`src/pkg/sapsq_pkg.sv`:
```
// Shared types and constants of the converter sequencer and byte readout.
// Assumes a single 125 MHz system clock; all strobe pins arrive asynchronous.
package sapsq_pkg;
	localparam int unsigned CLK_MHZ        = 125;
	localparam int unsigned CONV_MAX_NS    = 4700;
	// Longest time rounds down to whole cycles
	localparam int unsigned CONV_CYCLES    = (CONV_MAX_NS * CLK_MHZ) / 1000;
	localparam int unsigned CONV_CNT_W     = 10;
	localparam int unsigned RESULT_W       = 16;
	localparam int unsigned BYTE_W         = 8;
	localparam int unsigned FIFO_DEPTH     = 16;
	localparam int unsigned FIFO_AW        = 4;
	localparam logic [15:0] BIPOLAR_FLIP   = 16'h8000;
	// Worst case from a pin change to the state register, in whole cycles
	localparam int unsigned PIN_LAT_CYCLES = 3;
	// Internal timeout leaves room for that latency inside the bound
	localparam int unsigned CONV_LIMIT     = CONV_CYCLES - PIN_LAT_CYCLES;
	localparam logic [CONV_CNT_W-1:0] CONV_LAST = CONV_CNT_W'(CONV_LIMIT - 1);

	typedef enum logic [2:0] {
		SAPSQ_SHUTDOWN,
		SAPSQ_STANDBY,
		SAPSQ_ACQUIRE,
		SAPSQ_CONVERT,
		SAPSQ_DONE,
		SAPSQ_READ
	} sapsq_state_t;

	// Pins from the host, after synchronising
	typedef struct packed {
		logic cs_n;
		logic read_sel;
		logic upper_byte_sel;
	} sapsq_pins_t;

	// Byte-wide three-state bus, enable low while driving
	typedef struct packed {
		logic [BYTE_W-1:0] data;
		logic              oe_n;
	} sapsq_bus_t;
endpackage : sapsq_pkg

```
`src/rtl/sapsq_top.sv`:
```
// File holds the sequencer top and its result FIFO.
// Assumes the SAR core hands a raw straight-binary code on sar_code_i
// when sar_valid_i pulses; all host pins are asynchronous to sys_clk_i.
// A pin change reaches the state register at most three edges later:
// two synchroniser stages, then the edge detector feeds the next state.
// The conversion bound counts from the pin, so that latency comes off
// the internal timeout. A core that never answers still ends the
// conversion in time, with the previous result kept for the read.
// Results beyond one per conversion stay queued for later conversions.
// The reference wake time after shutdown is the host's to honour; the
// sequencer does not count it.
`timescale 1ns/10ps

// Result FIFO, flip-flop storage, valid/ready on both sides
// Depth covers a core that answers more than once before a read
module sapsq_fifo #(
	parameter int unsigned WIDTH = 16,
	parameter int unsigned DEPTH = 16,
	parameter int unsigned AW    = 4
) (
	input  wire logic             sys_clk_i,
	input  wire logic             rst_n_i,
	input  wire logic [WIDTH-1:0] in_data_i,
	input  wire logic             in_valid_i,
	output logic                  in_ready_o,
	output logic [WIDTH-1:0]      out_data_o,
	output logic                  out_valid_o,
	input  wire logic             out_ready_i
);
	// Storage and pointers, one register
	typedef struct packed {
		logic [DEPTH-1:0][WIDTH-1:0] mem;
		logic [AW:0]                 wr;
		logic [AW:0]                 rd;
	} sapsq_fifo_st_t;

	sapsq_fifo_st_t s_q;
	sapsq_fifo_st_t s_d;
	logic           full;
	logic           empty;

	// Extra pointer bit tells full from empty
	// Output word is read combinationally; the top registers it on the pop edge
	assign full        = (s_q.wr[AW-1:0] == s_q.rd[AW-1:0]) && (s_q.wr[AW] != s_q.rd[AW]);
	assign empty       = (s_q.wr == s_q.rd);
	assign in_ready_o  = !full;
	assign out_valid_o = !empty;
	assign out_data_o  = s_q.mem[s_q.rd[AW-1:0]];

	// Next state of pointers and storage
	// A write while full is dropped, not stalled: the core has no back-pressure
	always_comb begin
		s_d = s_q;
		if (in_valid_i && !full) begin
			s_d.mem[s_q.wr[AW-1:0]] = in_data_i;
			s_d.wr                  = s_q.wr + 1'b1;
		end
		if (out_ready_i && !empty) begin
			s_d.rd = s_q.rd + 1'b1;
		end
	end

	// State register
	always_ff @(posedge sys_clk_i or negedge rst_n_i) begin
		if (!rst_n_i) begin
			s_q <= '0;
		end else begin
			s_q <= s_d;
		end
	end
endmodule : sapsq_fifo // sapsq_fifo

// Sequencer top: host strobes in, core start and hold out, byte bus out.
// State walk: shutdown or standby, acquire, convert, done, read, and back
// to standby or shutdown as chosen at the second strobe fall.
// Shutdown and standby differ only in the reference being on; both wait
// for a fall with select low. Done waits for a fall with select high.
module sapsq_top
	import sapsq_pkg::*;
#(
	parameter bit BIPOLAR = 1'b1
) (
	input  wire logic                sys_clk_i,
	input  wire logic                rst_n_i,
	input  wire logic                cs_n_i,
	input  wire logic                read_sel_i,
	input  wire logic                upper_byte_sel_i,
	input  wire logic [RESULT_W-1:0] sar_code_i,
	input  wire logic                sar_valid_i,
	output logic                     sar_start_o,
	output logic                     track_hold_o,
	output logic                     ref_power_o,
	output logic                     eoc_n_o,
	output logic [BYTE_W-1:0]        result_bus_o,
	output logic                     result_bus_oe_n_o
);
	// Whole sequencer state; one comb block fills s_d, one process registers it
	typedef struct packed {
		sapsq_pins_t         meta;
		sapsq_pins_t         pins;
		logic                cs_n_prev;
		sapsq_state_t        state;
		logic                shutdown_sel;
		logic [CONV_CNT_W-1:0] conv_cnt;
		logic                pend;
		logic [RESULT_W-1:0] result;
		logic                start;
		logic                hold;
		logic                ref_on;
		logic                eoc_n;
		sapsq_bus_t          bus;
	} sapsq_st_t;

	// Registered state, its next value, and the glue between them
	sapsq_st_t           s_q;
	sapsq_st_t           s_d;
	logic [1:0]          rst_sync_q;
	logic [1:0]          rst_sync_d;
	logic                rst_n;
	logic                cs_fall;
	logic                cs_rise;
	logic                fifo_out_valid;
	logic                fifo_pop;
	logic [RESULT_W-1:0] fifo_out;
	logic [RESULT_W-1:0] coded;

	// Reset enters at once but leaves through two flops, so no register
	// sees its release near a clock edge; kept apart from the main state
	// because it is the one register cleared by the raw reset pin
	assign rst_sync_d = {rst_sync_q[0], 1'b1};
	always_ff @(posedge sys_clk_i or negedge rst_n_i) begin
		if (!rst_n_i) begin
			rst_sync_q <= '0;
		end else begin
			rst_sync_q <= rst_sync_d;
		end
	end
	assign rst_n = rst_sync_q[1];

	// Edges from second synchroniser stage only
	// The previous copy resets high, the pin's idle level, so reset gives no edge
	assign cs_fall = s_q.cs_n_prev && !s_q.pins.cs_n;
	assign cs_rise = !s_q.cs_n_prev && s_q.pins.cs_n;
	// Unipolar keeps straight binary, bipolar flips the sign bit
	assign coded   = BIPOLAR ? (sar_code_i ^ BIPOLAR_FLIP) : sar_code_i;

	// Conversion results queue here; popped at most once per conversion, while in the convert state
	sapsq_fifo #(
		.WIDTH(RESULT_W),
		.DEPTH(FIFO_DEPTH),
		.AW   (FIFO_AW)
	) u_fifo (
		.sys_clk_i  (sys_clk_i),
		.rst_n_i    (rst_n),
		.in_data_i  (coded),
		.in_valid_i (sar_valid_i),
		.in_ready_o (),
		.out_data_o (fifo_out),
		.out_valid_o(fifo_out_valid),
		.out_ready_i(fifo_pop)
	);
	// Pop only while converting: a result is never taken into a done cycle
	assign fifo_pop = (s_q.state == SAPSQ_CONVERT) && fifo_out_valid;

	// Sequencer next state
	always_comb begin
		s_d           = s_q;
		s_d.meta      = '{cs_n: cs_n_i, read_sel: read_sel_i, upper_byte_sel: upper_byte_sel_i};
		s_d.pins      = s_q.meta;
		s_d.cs_n_prev = s_q.pins.cs_n;
		s_d.start     = 1'b0;
		unique case (s_q.state)
			SAPSQ_SHUTDOWN, SAPSQ_STANDBY: begin
				// Select high at a starting edge: edge is dropped
				// Reference comes up at the fall; the host covers its settling time
				if (cs_fall && !s_q.pins.read_sel) begin
					s_d.state  = SAPSQ_ACQUIRE;
					s_d.ref_on = 1'b1;
					s_d.hold   = 1'b0;
				end
			end
			SAPSQ_ACQUIRE: begin
				// Second fall: sample held, power mode latched for the end
				if (cs_fall) begin
					s_d.hold         = 1'b1;
					s_d.start        = 1'b1;
					s_d.shutdown_sel = s_q.pins.read_sel;
					s_d.conv_cnt     = '0;
					s_d.pend         = 1'b0;
					s_d.state        = SAPSQ_CONVERT;
				end
			end
			SAPSQ_CONVERT: begin
				// Core may stall; the counter bounds the done flag anyway
				// Pop and done share one edge, so the flag never leads the result
				if (fifo_out_valid) begin
					s_d.result = fifo_out;
					s_d.pend   = 1'b1;
				end
				if (s_q.pend || fifo_out_valid || s_q.conv_cnt == CONV_LAST) begin
					s_d.eoc_n = 1'b0;
					s_d.state = SAPSQ_DONE;
					// Standby keeps the reference, shutdown drops it
					s_d.ref_on = !s_q.shutdown_sel;
				end else begin
					s_d.conv_cnt = s_q.conv_cnt + 1'b1;
				end
			end
			SAPSQ_DONE: begin
				// Only a fall with select high reads; a low one is dropped
				if (cs_fall && s_q.pins.read_sel) begin
					s_d.state    = SAPSQ_READ;
					s_d.bus.oe_n = 1'b0;
				end
			end
			SAPSQ_READ: begin
				// Rise ends the read; the mode picked at the second fall decides the rest
				if (cs_rise) begin
					s_d.bus.oe_n = 1'b1;
					s_d.eoc_n    = 1'b1;
					s_d.hold     = 1'b0;
					s_d.state    = s_q.shutdown_sel ? SAPSQ_SHUTDOWN : SAPSQ_STANDBY;
				end
			end
		endcase
		// Byte steering tracks the select pin live while driving
		// Data is registered, so a byte change shows one edge after the select syncs
		s_d.bus.data = s_q.pins.upper_byte_sel ? s_q.result[RESULT_W-1:BYTE_W]
		                                       : s_q.result[BYTE_W-1:0];
		// Bus is never driven outside the read phase
		// Decided on the next state so enable and state change at one edge
		if (s_d.state != SAPSQ_READ) begin
			s_d.bus.oe_n = 1'b1;
		end
	end

	// Sequencer state register
	// Field by field, so a new field cannot slip past the reset values
	always_ff @(posedge sys_clk_i or negedge rst_n) begin
		if (!rst_n) begin
			s_q.meta      <= '{cs_n: 1'b1, read_sel: 1'b0, upper_byte_sel: 1'b0};
			s_q.pins      <= '{cs_n: 1'b1, read_sel: 1'b0, upper_byte_sel: 1'b0};
			s_q.cs_n_prev <= 1'b1;
			s_q.state     <= SAPSQ_SHUTDOWN;
			s_q.shutdown_sel <= 1'b1;
			s_q.conv_cnt  <= '0;
			s_q.pend      <= 1'b0;
			s_q.result    <= '0;
			s_q.start     <= 1'b0;
			s_q.hold      <= 1'b0;
			s_q.ref_on    <= 1'b0;
			s_q.eoc_n     <= 1'b1;
			s_q.bus       <= '{data: '0, oe_n: 1'b1};
		end else begin
			s_q.meta      <= s_d.meta;
			s_q.pins      <= s_d.pins;
			s_q.cs_n_prev <= s_d.cs_n_prev;
			s_q.state     <= s_d.state;
			s_q.shutdown_sel <= s_d.shutdown_sel;
			s_q.conv_cnt  <= s_d.conv_cnt;
			s_q.pend      <= s_d.pend;
			s_q.result    <= s_d.result;
			s_q.start     <= s_d.start;
			s_q.hold      <= s_d.hold;
			s_q.ref_on    <= s_d.ref_on;
			s_q.eoc_n     <= s_d.eoc_n;
			s_q.bus       <= s_d.bus;
		end
	end

	// Outputs straight from flip-flops
	// Bus enable and data share one register stage, so they move together
	assign sar_start_o       = s_q.start;
	assign track_hold_o      = s_q.hold;
	assign ref_power_o       = s_q.ref_on;
	assign eoc_n_o           = s_q.eoc_n;
	assign result_bus_o      = s_q.bus.data;
	assign result_bus_oe_n_o = s_q.bus.oe_n;
endmodule : sapsq_top // sapsq_top

```
`config.mk`:
```
export PLATFORM = sky130hd
export DESIGN_NAME = sapsq_top
export DESIGN_NICKNAME = d
export VERILOG_FILES = /design/src/pkg/sapsq_pkg.sv /design/src/rtl/sapsq_top.sv
export SDC_FILE = /design/constraint.sdc
export NUM_CORES = 1
export LEC_CHECK = 0
export BUFFER_PORTS_ARGS = -buffer_cell sky130_fd_sc_hd__buf_2
export CAP_MARGIN = 20
export CORE_MARGIN = 2
export CORE_UTILIZATION = 33
export DETAILED_ROUTE_END_ITERATION = 7
export PLACE_DENSITY = 0.44
export SLEW_MARGIN = 20
export SYNTH_ARGS = -nofsm -noshare
export SYNTH_HDL_FRONTEND = slang
export SYNTH_SLANG_ARGS = --single-unit
```
`constraint.sdc`:
```
create_clock -name sys_clk_i -period 16.09 [get_ports sys_clk_i]
set_input_delay 1.609 -clock sys_clk_i [delete_from_list [all_inputs] [get_ports sys_clk_i]]
set_output_delay 1.609 -clock sys_clk_i [all_outputs]
set_load 0.005 [all_outputs]
```
# After elaboration in Yosys (flattened, before gate mapping)
# Cells that the tools add are included.
[totals] output_inout_bits=13 memories=0 latchBits=0 inputBits=22 regBits=319 rom_bits=0 ram_bits=0 word_cells=123
[classes] order_cmp=3 muxes=28 addsub=3 n_eq_ne=18 multipliers=0 n_div=0 shifts=0 bitwise=2 reduce_logical=32
[op_table] op="$bwmux 256" count=1
[op_table] op="$bmux 16 s4" count=1
[op_table] op="$demux 16 s4" count=1
[op_table] op="$mux 16" count=2
[op_table] op="$pmux 11 s2" count=1
[op_table] op="$mux 17" count=1
[op_table] op="$mux 15" count=1
[op_table] op="$pmux 3 s5" count=1
[op_table] op="$reduce_and 3->1" count=5
[op_table] op="$mux 3" count=4
[op_table] op="$add 10x1->10 const B" count=1
[op_table] op="$add 5x1->5 const B" count=2
[op_table] op="$eq 10x10->1 const B" count=1
[op_table] op="$lt 4x5->1 const B" count=2
[op_table] op="$mux 10" count=1
[op_table] op="$ne 2x2->1 const B" count=5
[op_table] op="$logic_and 1x1->1" count=9
[op_table] op="$ne 3x3->1 const B" count=3
[op_table] op="$mux 8" count=1
[op_table] op="$eq 3x2->1 const B" count=2
[op_table] op="$eq 3x3->1 const B" count=2
[op_table] op="$logic_not 1->1" count=6
[op_table] op="$mux 1" count=6
[op_table] op="$mux 2" count=3
[op_table] op="16 further kinds" count=24

# Logic depth before layout (Yosys ltp)
# Gate-level depths: netlist of the first run.
[depth] word_depth=9 ltp_mapped=8 mapped_depth_nobuf=6

# Cells and area by module
# Synthesis of the first run repeated with hierarchy kept, for this count alone.
[unflattened] cells_unflattened=1034 hier_area_um2=15108.2
[modules_own_cells] mod="sapsq_fifo" area_each_um2=12774.8 cells_per_inst=841 n_inst=1 seq_area_each_um2=6656.4
[modules_own_cells] mod="sapsq_top" area_each_um2=2333.5 cells_per_inst=193 n_inst=1 seq_area_each_um2=1333.8

# Least setup slack after synthesis of the first run
# No wires, ideal clock.
[synth_path] kind="input to register" start="input port sar_valid_i" end="register u_fifo.s_q[17] (netlist name)" t_required_ns=15.965 t_arrival_ns=3.050 path_buffers=3 setup_ns=0.125 stages=5 setup_slack_ns=12.915 cell_sequence="clkbuf_1 buf_2 o2111ai_4 buf_6 mux2_2"
[synth_between] elab_chain_cells=1
[synth_rtl] item="start, declared" line_no="sapsq_top.sv:89" text="input wire logic sar_valid_i,"
[synth_rtl] item="$logic_and 1x1->1" line_no="sapsq_top.sv:54" text="if (in_valid_i && !full) begin"
[synth_rtl] item="end signal, assigned" line_no="sapsq_top.sv:66" text="s_q <= '0;"
[synth_rtl] item="end signal, assigned" line_no="sapsq_top.sv:68" text="s_q <= s_d;"
[synth_rtl] item="end, declared" line_no="sapsq_top.sv:37" text="sapsq_fifo_st_t s_q;"
# No other way between the ends.
# A chain may end at the register's enable or synchronous reset.

# Worst setup path in the final report of the first run
[layout_path] start="register u_fifo.s_q[0] (netlist name)" end="register u_fifo.s_q[129] (netlist name)"
[layout_between] elab_chain_cells=4
[layout_rtl] item="$eq 4x4->1" line_no="sapsq_top.sv:44" text="assign full = (s_q.wr[AW-1:0] == s_q.rd[AW-1:0]) && (s_q.wr[AW] != s_q.rd[AW]);"
[layout_rtl] item="$logic_and 1x1->1" line_no="sapsq_top.sv:44"
[layout_rtl] item="$logic_not 1->1"
[layout_rtl] item="$logic_and 1x1->1" line_no="sapsq_top.sv:54"
# No other way between the ends.

==> run summary, run 1 <==
HPWL Detailed -> 20800 µm
VDD IR max -> 84.0 µV
DRC viols -> 0
Buf/Inv on CP -> 1
Antenna violations before repair -> 0
Post-synthesis cell type count -> 49
Startpoint Class -> flip-flop
DR pass1 iterations -> 6
Num CTS Buffers -> 39
ANT nets after route -> 0
F_max -> 0.278 GHz
DR vias -> 7862
Worst hold path type -> reg2async
Share of the synthesized area in the top cell type -> 53.7%
Top-level port count -> 35
CP required -> 16520 ps
Area delta synth->final -> 12.9%
Clock latency on the worst-skew pair -> 550 ps
Post-synthesis sequential area ratio -> 54.8%
Setup CP Type -> reg2reg
Post-Syn Area -> 14600 µm²
Met2 Track Usage GR -> 26.1%
Met1 usage -> 22.8%
TritonCTS sink count -> 319
Yosys warning count -> 0
CP Capture Type -> flip-flop
GPL Wtd Cong -> 0.719
Flop-to-flop setup slack -> 12490 ps
ANT cells -> 0
Leakage power -> 0.00693 µW
Slowest cell on crit path -> o2111ai_2
Delay-heaviest family, CP -> compound AO/OA/AOI/OAI gates
Initial Util -> 33.2%
Largest cells by area after synthesis -> dfrtp_1 54%, mux2_2 20%, mux4_2 12%
Worst Clk Skew -> 17.1 ps
Root buffer cell -> clkbuf_16
Power Density -> 207 nW/µm²
Placed Instance Area -> 15200 µm²
Grt peak-use layer -> met2
Wirelength per Cell -> 23.1 µm
Via density -> 5.06
Final net count -> 962
Worst-case clock buffer depth -> 3
Setup bufs post-CTS -> 0
Port Buffers -> 34
Clock transition at path regs -> 60 ps
Worst reg2reg path depth -> 5
RSZ-0062 raised after global routing -> no
Syn avg cell area -> 15.9 µm²
Actual slew at the worst max-slew pin -> 1090 ps
Post-Layout Inst Area -> 16500 µm²
Share of cells above drive strength 1 -> 50.4%
Core box area -> 43900 µm²
Tcrit/Tclk final -> 22.4%
Die area -> 45900 µm²
GR Util met3 -> 2.38%
FFs w/ async S/R, synth -> 100%
Iter 0 DRT Violations -> 348
CTS tree -> yes
# rows -> 77
Status -> finished clean
Synth Register Bits -> 319
GR Overflow Total -> 0
Pin count of the biggest net entering global routing -> 153
Final Critical Period -> 3600 ps
Max Cap Viol -> 0
Detailed Route WL -> 35900 µm
Crit-path max cell delay -> 1020 ps
H-tree Lvls -> 2
Final core occ -> 37.5%
Worst Path Max Fanout -> 25
Tot GR Track Use -> 16.2%
Vias in the first global route -> 8361
Cell taking the most area after synthesis -> dfrtp_1
Max-slew headroom -> 27.5%
First-pass GRT wire length -> 55700 µm
Synthesized instance count -> 918
Max-slew violations -> 0
Setup TNS -> 0 ps
Fillers -> 4193
Placed Cells -> 1484
Final Non-Filler Cells -> 1555
Worst Path Arrival -> 4030 ps
Die extent in y -> 214 µm
Setup violators final -> 0
Hold Buf Count CTS -> 0
Post-cts sizing count -> 0
Top_reg_cell synth -> dfrtp_1
Final-report hold violation count -> 0
Worst path depth -> 5
Number of flops mapped to enable cells by yosys -> 0
Worst path cell trace -> xnor2_1 -> nand4_2 -> o2111ai_2 -> buf_4 -> mux2_2
Syn_nets -> 947
Chip width -> 214 µm
## path summary, 6_finish.rpt
path                               start         endpoint
min in group sys_clk_i           s_d[47]          s_d[44]
min reg2reg                rst_sync_q[1]  u_fifo.s_q[125]
max in group asynchronous  rst_sync_q[1]          s_d[46]
max                        u_fifo.s_q[0]  u_fifo.s_q[129]
max reg2reg                u_fifo.s_q[0]  u_fifo.s_q[129]
min                        rst_sync_q[1]  u_fifo.s_q[125]
## cells in the mapped netlist, drive strengths merged, types with 3 or more instances
cell type / number
a21oi: 13
a31oi: 3
buf: 48
clkbuf: 28
dfrtp: 313
dfstp: 6
ha: 7
inv: 10
mux2: 265
mux4: 80
nand2: 28
nand3: 5
nand4: 10
nor2: 8
o2111ai: 16
o21ai: 21
o31ai: 6
or4: 6
xnor2: 12
## registers in the layout (all words and copies together), names as in the netlist
signal / count
rst_sync_q: 2
result_bus_o: 8
u_fifo.s_q: 266
s_q: 34
result_bus_oe_n_o: 1
eoc_n_o: 1
s_d: 4
ref_power_o: 1
track_hold_o: 1
sar_start_o: 1
## cell usage in the layout, fill, tap and decap left out, types with 2 or more instances in the layout
| cell | synthesis | routed |
|---|---|---|
| nor3b_1 | 2 | 2 |
| nand3_1 | 5 | 5 |
| xor2_1 | 2 | 2 |
| o31ai_1 | 6 | 6 |
| inv_1 | 10 | 10 |
| or4_1 | 6 | 6 |
| a21oi_1 | 13 | 12 |
| clkinv_2 | 0 | 4 |
| nor2_1 | 8 | 8 |
| a41oi_1 | 2 | 2 |
| nand4_1 | 8 | 8 |
| nand2_1 | 28 | 28 |
| dfstp_2 | 6 | 6 |
| xnor2_2 | 1 | 2 |
| a31oi_1 | 3 | 3 |
| or2_2 | 2 | 2 |
| nor2b_1 | 2 | 2 |
| mux4_2 | 80 | 80 |
| clkbuf_8 | 0 | 7 |
| o21ai_0 | 21 | 21 |
| dfrtp_1 | 313 | 310 |
| buf_2 | 9 | 34 |
| buf_4 | 17 | 15 |
| nor3_1 | 2 | 2 |
| xnor2_1 | 11 | 10 |
| o2111ai_2 | 7 | 4 |
| ha_1 | 7 | 7 |
| and3_1 | 2 | 2 |
| dfrtp_4 | 0 | 3 |
| nand4_2 | 2 | 2 |
| o2111ai_4 | 9 | 12 |
| clkbuf_16 | 0 | 40 |
| clkbuf_1 | 28 | 15 |
| mux2_2 | 265 | 265 |
| or3_1 | 2 | 2 |
| nand3b_1 | 2 | 2 |
## cell families (layout without fill, tap and decap cells)
group / count (synthesis) / in the layout / share of synthesized area [%]
other: 1 / 1 / 0.0257
XOR/XNOR: 14 / 14 / 0.892
adder cells (fa/ha/maj): 7 / 7 / 0.600
multiplexers: 345 / 345 / 32.8
AO/OA/AOI/OAI: 70 / 70 / 4.60
flip-flops: 319 / 319 / 54.8
buffers and inverters: 86 / 131 / 3.50
AND/OR/NAND/NOR: 76 / 76 / 2.81
## power breakdown
group | switching (µW) | internal [µW] | total (µW) | leakage, µW
Sequential | 221 | 1160 | 1380 | 0.00394
Combinational | 495 | 679 | 1170 | 0.00238
Clock | 346 | 509 | 855 | 0.000606
## layer usage
metal / wire, µm / share of wire [%]
met5: 0 / 0
met2: 17100 / 48
met3: 1290 / 3.6
met4: 601 / 1.7
met1: 16900 / 47
## area by class of cell
cell class,instances,area [µm²],share of cell area [%]
well taps,592,741,4.50
clock buffers,62,1150,7.01
multi-input cells,513,6140,37.3
inverters,10,37.5,0.228
clock inverters,9,91.3,0.555
repair buffers,50,303,1.84
flip-flops and latches,319,8000,48.6
## stage by stage
stage          worst slack [ps]  hold slack [ps]  total power (µW)
2_1_floorplan              6550              331              2300
4_1_cts                   12460              329              3480
5_1_grt                   12320              348              3630
6_report                  12490              292              3410
3_5_place_dp              12460              323              2600
3_3_place_gp              12310              321              2580
No activity file was read; power rests on OpenSTA's default activity.
==> run 2: changes to the inputs <==
--- a/config.mk
+++ b/config.mk
@@ -10,7 +10,7 @@
 export CORE_MARGIN = 2
 export CORE_UTILIZATION = 33
 export DETAILED_ROUTE_END_ITERATION = 7
-export PLACE_DENSITY = 0.44
+export PLACE_DENSITY = 0.46
 export SLEW_MARGIN = 20
 export SYNTH_ARGS = -nofsm -noshare
 export SYNTH_HDL_FRONTEND = slang
==> constraint.sdc (replaced) <==
create_clock -name sys_clk_i -period 3 [get_ports sys_clk_i]
set_input_delay 0.3 -clock sys_clk_i [delete_from_list [all_inputs] [get_ports sys_clk_i]]
set_output_delay 0.3 -clock sys_clk_i [all_outputs]
set_load 0.005 [all_outputs]
==> run summary, run 2 (same netlist as run 1, synthesis figures left out) <==
Status -> finished clean
Reg with most FFs -> u_fifo.s_q
Area delta synth->final -> 14.8%
Die extent in y -> 214 µm (unchanged)
Worst-case clock buffer depth -> 3 (unchanged)
First-pass GRT wire length -> 57300 µm (+2.9%)
Share of cells above drive strength 1 -> 52.1% (+1.8 points)
F_max -> 0.389 GHz (+40%)
CP Capture Type -> flip-flop
Die area -> 45900 µm² (unchanged)
HPWL Detailed -> 21000 µm (+0.66%)
RSZ-0062 raised after global routing -> no
Detailed Route WL -> 36500 µm (+1.7%)
Tcrit/Tclk final -> 85.7% (+63 points)
Num CTS Buffers -> 38 (-2.6%)
Leakage power -> 0.00711 µW (+2.6%)
Clock latency on the worst-skew pair -> 550 ps (about the same)
ANT nets after route -> 0 (unchanged)
Vias in the first global route -> 8644 (+3.4%)
Initial Util -> 33.2% (unchanged)
CTS tree -> yes
Wirelength per Cell -> 23.1 µm (+0.20%)
Top-level port count -> 35 (unchanged)
DRC viols -> 0 (unchanged)
Most common cell after layout, fill and taps aside -> dfrtp_1
# rows -> 77 (unchanged)
Setup violators final -> 0 (unchanged)
Final-report hold violation count -> 0 (unchanged)
Final Critical Period -> 2570 ps (-1030 ps)
Core box area -> 43900 µm² (unchanged)
Worst hold path type -> in2async
Final core occ -> 38.1% (+0.63 points)
ANT cells -> 0 (unchanged)
H-tree Lvls -> 2 (unchanged)
Port Buffers -> 34 (unchanged)
Iter 0 DRT Violations -> 430 (+24%)
Setup bufs post-CTS -> 0 (unchanged)
DR pass1 iterations -> 4 (-2)
Commonest cells after routing, fill and taps aside -> 310 x dfrtp_1, 265 x mux2_2, 80 x mux4_2
VDD IR max -> 482 µV (+470%)
GR Overflow Total -> 0 (unchanged)
Final net count -> 987 (+2.6%)
GPL Wtd Cong -> 0.728 (+1.2%)
Fillers -> 4191 (-0.048%)
CP required -> 3440 ps (-13080 ps)
Max Cap Viol -> 0 (unchanged)
Chip width -> 214 µm (unchanged)
Worst Clk Skew -> 13.9 ps (-3.26 ps)
Hold_ws -> 63.0 ps (-230 ps)
Max-slew headroom -> 52.4% (+25 points)
Pin count of the biggest net entering global routing -> 73 (-52%)
Actual slew at the worst max-slew pin -> 712 ps (-374 ps)
Tot GR Track Use -> 16.6% (+0.44 points)
DR vias -> 7978 (+1.5%)
Via density -> 5.06 (about the same)
Clock transition at path regs -> 60 ps (about the same)
Max-slew violations -> 0 (unchanged)
Power Density -> 1100 nW/µm² (+430%)
Worst Path Arrival -> 3010 ps (-1020 ps)
Worst Path Max Fanout -> 59 (+140%)
TritonCTS sink count -> 319 (unchanged)
Post-cts sizing count -> 0 (unchanged)
Max reg flops -> 266 (unchanged)
Root buffer cell -> clkbuf_16
Antenna violations before repair -> 1 (+1)
Startpoint Class -> flip-flop
Setup CP Type -> reg2reg
## run 2: final cells by class
cell class	count	area, µm²	share of cell area, %
inverters	10	37.5	0.224
clock buffers	54	1130	6.76
clock inverters	14	139	0.829
flip-flops and latches	319	8000	47.8
well taps	592	741	4.42
repair buffers	76	596	3.56
multi-input cells	513	6100	36.4
## run 2: routing by layer
layer | part of all wire [%] | track usage [%] | up-vias
met2 | 48 | 26.5 | 107
met3 | 3.0 | 2.45 | 43
met1 | 47 | 23.7 | 4317
met5 | 0 | 0 | -
li1 | - | - | 3511
met4 | 2.0 | 4.61 | 0
## run 2: power breakdown
part           internal, µW  switching (µW)  leakage [µW]
Sequential             6240            1090       0.00394
Clock                  2810            1850      0.000640
Combinational          3720            2670       0.00252
## run 2: through the flow
stage          setup slack, ps  power, µW  area [µm²]  std cells  setup TNS, ps
2_1_floorplan             -162      12300       14600        918         -50290
3_3_place_gp               392      13800       15400       1506              0
3_5_place_dp               384      13900       15400       1506              0
4_1_cts                    387      18700       16700       1578              0
5_1_grt                    268      19600       16700       1578              0
6_report                   428      18400       16700       1578              0
## run 2: worst paths after layout
path | cells past startpoint | start | to | slack (ps)
worst max-delay path | 4 | u_fifo.s_q[0] | s_q[21] | 430
worst min-delay path | 2 | rst_n_i | rst_sync_q[1] | 60
worst max register to register | 4 | u_fifo.s_q[0] | s_q[21] | 430
worst min register to register | 0 | s_d[46] | s_q[46] | 340
max in group asynchronous | 1 | rst_sync_q[1] | s_q[14] | 1690
min in group sys_clk_i | 2 | sar_code_i[15] | u_fifo.s_q[233] | 160
## run 2: worst max-delay path, cell delays in order, from the launching register on
cell and delay (ps):
dfrtp_4 570, buf_12 440, mux4_2 590, mux4_2 500, mux2_2 280
## run 2: what timing repair did
action	CTS	global route
hold buffers	4	0
setup endpoints to repair	0	0
endpoints found under the hold margin	5	0
==> run 3: changes to the inputs <==
--- a/config.mk
+++ b/config.mk
@@ -5,11 +5,12 @@
 export SDC_FILE = /design/constraint.sdc
 export NUM_CORES = 1
 export LEC_CHECK = 0
+export ABC_AREA = 1
 export BUFFER_PORTS_ARGS = -buffer_cell sky130_fd_sc_hd__buf_2
-export CAP_MARGIN = 20
 export CORE_MARGIN = 2
 export CORE_UTILIZATION = 33
 export DETAILED_ROUTE_END_ITERATION = 7
+export HOLD_SLACK_MARGIN = 0.03
 export PLACE_DENSITY = 0.46
 export SLEW_MARGIN = 20
 export SYNTH_ARGS = -nofsm -noshare
==> run summary, run 3 <==
Most common cell after layout, fill and taps aside -> nand2_1
Post-synthesis sequential area ratio -> 53.8% (-0.94 points)
Grt peak-use layer -> met2
# rows -> 77 (unchanged)
F_max -> 0.385 GHz (-0.94%)
Syn_nets -> 1672 (+77%)
Post-synthesis cell type count -> 43 (-12%)
TritonCTS sink count -> 319 (unchanged)
Worst-case clock buffer depth -> 3 (unchanged)
Max-slew violations -> 0 (unchanged)
DRC viols -> 0 (unchanged)
Max-slew headroom -> 46.3% (-6.1 points)
Actual slew at the worst max-slew pin -> 805 ps (+92.4 ps)
Synth Register Bits -> 319 (unchanged)
CTS tree -> yes
ANT nets after route -> 0 (unchanged)
Max reg flops -> 266 (unchanged)
GR Util met3 -> 2.64% (+0.18 points)
H-tree Lvls -> 2 (unchanged)
Initial Util -> 33.5% (+0.29 points)
ANT cells -> 0 (unchanged)
Cell taking the most area after synthesis -> dfrtp_1
Count leader, synth -> nand2_1
Final net count -> 1652 (+67%)
Largest cells by area after synthesis -> dfrtp_1 53%, o21ai_0 9.9%, nand2_1 7.9%
Synthesized instance count -> 1643 (+79%)
Wirelength per Cell -> 19.0 µm (-18%)
FFs w/ async S/R, synth -> 100% (unchanged)
Die extent in y -> 216 µm (+0.85%)
Port Buffers -> 34 (unchanged)
Startpoint Class -> flip-flop
Post-Syn Area -> 14800 µm² (+1.7%)
Met1 usage -> 27.4% (+3.7 points)
Pin count of the biggest net entering global routing -> 130 (+78%)
HPWL Detailed -> 24700 µm (+18%)
Area delta synth->final -> 12.0%
Tot GR Track Use -> 18.9% (+2.3 points)
Hold_ws -> 136 ps (+73.2 ps)
Commonest cells in the netlist -> 314 x nand2_1, 313 x dfrtp_1, 295 x o21ai_0
Worst hold path type -> in2reg
Top_reg_cell synth -> dfrtp_1
Worst Path Arrival -> 3000 ps (about the same)
Commonest cells after routing, fill and taps aside -> 314 x nand2_1, 310 x dfrtp_1, 295 x o21ai_0
Via density -> 5.05 (-0.21%)
Clock transition at path regs -> 60 ps (about the same)
Chip width -> 216 µm (+0.85%)
Share of cells above drive strength 1 -> 17.0% (-35 points)
Num CTS Buffers -> 38 (unchanged)
CP required -> 3400 ps (-40 ps)
Post-cts sizing count -> 0 (unchanged)
Detailed Route WL -> 42600 µm (+17%)
Top-level port count -> 35 (unchanged)
Setup violators final -> 0 (unchanged)
Max Cap Viol -> 0 (unchanged)
GPL Wtd Cong -> 0.774 (+6.4%)
RSZ-0062 raised after global routing -> no
Pre-CTS setup slack -> 372 ps (-11.8 ps)
Number of flops mapped to enable cells by yosys -> 0 (unchanged)
Final-report hold violation count -> 0 (unchanged)
CP Capture Type -> flip-flop
Setup CP Type -> reg2reg
Worst Clk Skew -> 25.8 ps (+11.9 ps)
Reg with most FFs -> u_fifo.s_q
Power Density -> 1120 nW/µm² (+2.4%)
Worst Path Max Fanout -> 13 (-78%)
Die area -> 46700 µm² (+1.7%)
First-pass GRT wire length -> 68800 µm (+20%)
Status -> finished clean
VDD IR max -> 693 µV (+44%)
Yosys warning count -> 0 (unchanged)
Clock latency on the worst-skew pair -> 550 ps (about the same)
Syn avg cell area -> 9.03 µm² (-43%)
Vias in the first global route -> 11.4k (+32%)
Final Critical Period -> 2600 ps (+24.5 ps)
Iter 0 DRT Violations -> 935 (+120%)
Core box area -> 44300 µm² (+0.88%)
Root buffer cell -> clkbuf_16
Met2 Track Usage GR -> 29.3% (+2.7 points)
Antenna violations before repair -> 0 (-1)
Share of the synthesized area in the top cell type -> 52.8% (-0.92 points)
DR pass1 iterations -> 5 (+1)
DR vias -> 11.3k (+42%)
PnR worst setup slack -> 404 ps (-24.5 ps)
Tcrit/Tclk final -> 86.5% (+0.82 points)
Leakage power -> 0.00748 µW (+5.2%)
GR Overflow Total -> 0 (unchanged)
Fillers -> 4561 (+8.8%)
run 3: logic make-up after synthesis:
kind of cell | Yosys count | synth area share, %
xor gates and xnor gates | 12 | 0.708
AOI/OAI and AO/OA | 494 | 19.5
buffers and inverters | 186 | 6.84
DFF | 319 | 53.8
and+or+nand+nor | 620 | 18.2
adders and majority gates | 7 | 0.590
other | 1 | 0.0253
muxes | 4 | 0.303
run 3: metrics by stage:
step	utilization [%]	TNS, ps	instance area [µm²]	total power (µW)	std cells
2_1_floorplan	-	-50290	14800	12200	1643
3_3_place_gp	34.5	0	15300	14000	2170
3_5_place_dp	34.5	0	15300	14100	2170
4_1_cts	37.5	0	16600	18900	2243
5_1_grt	37.5	0	16600	20200	2243
6_report	37.5	0	16600	18700	2243
run 3: what timing repair did:
item | in CTS | in global routing
hold buffers | 5 | 0
setup buffers | 0 | 0
hold endpoints to repair | 5 | 0
run 3: final timing paths:
check / startpoint / end / slack [ps] / cells past startpoint
max: u_fifo.s_q[8] / s_q[30] / 400 / 11
min: sar_valid_i / u_fifo.s_q[5] / 140 / 3
max reg2reg: u_fifo.s_q[8] / s_q[30] / 400 / 11
min reg2reg: rst_sync_q[1] / u_fifo.s_q[225] / 340 / 0
max in group asynchronous: rst_sync_q[1] / s_d[47] / 1740 / 1
min in group asynchronous: rst_sync_q[1] / u_fifo.s_q[225] / 340 / 0
run 3: where the power goes:
| part | internal [µW] | switching (µW) |
|---|---|---|
| sequential | 6140 | 1160 |
| clock | 2870 | 1860 |
| combinational | 2390 | 4260 |
| total | 11400 | 7280 |
run 3: final cells by class:
class                   instances  area [µm²]  share of cell area [%]
repair buffers                 68         538                    3.24
well taps                     592         741                    4.46
clock buffers                  57        1130                    6.82
clock inverters                11         138                   0.828
inverters                      58         233                    1.40
flip-flops and latches        319        8000                    48.1
multi-input cells            1138        5840                    35.1
run 3: routing by layer:
| layer | up-vias | share of wire [%] |
|---|---|---|
| met5 | - | 0 |
| met4 | 0 | 2.2 |
| met3 | 57 | 4.0 |
| met2 | 213 | 45 |
| met1 | 5597 | 49 |
| li1 | 5449 | - |
run 3: critical path: stages, from the launching register on:
cell and delay, ps:
dfrtp_1 650, inv_8 120, nand2_1 90, nand2_1 60, nor2_2 160, nand2_1 60, nor2_1 290, nand3_1 310
nand2_1 390, inv_1 170, nand2_1 80, o21ai_0 80
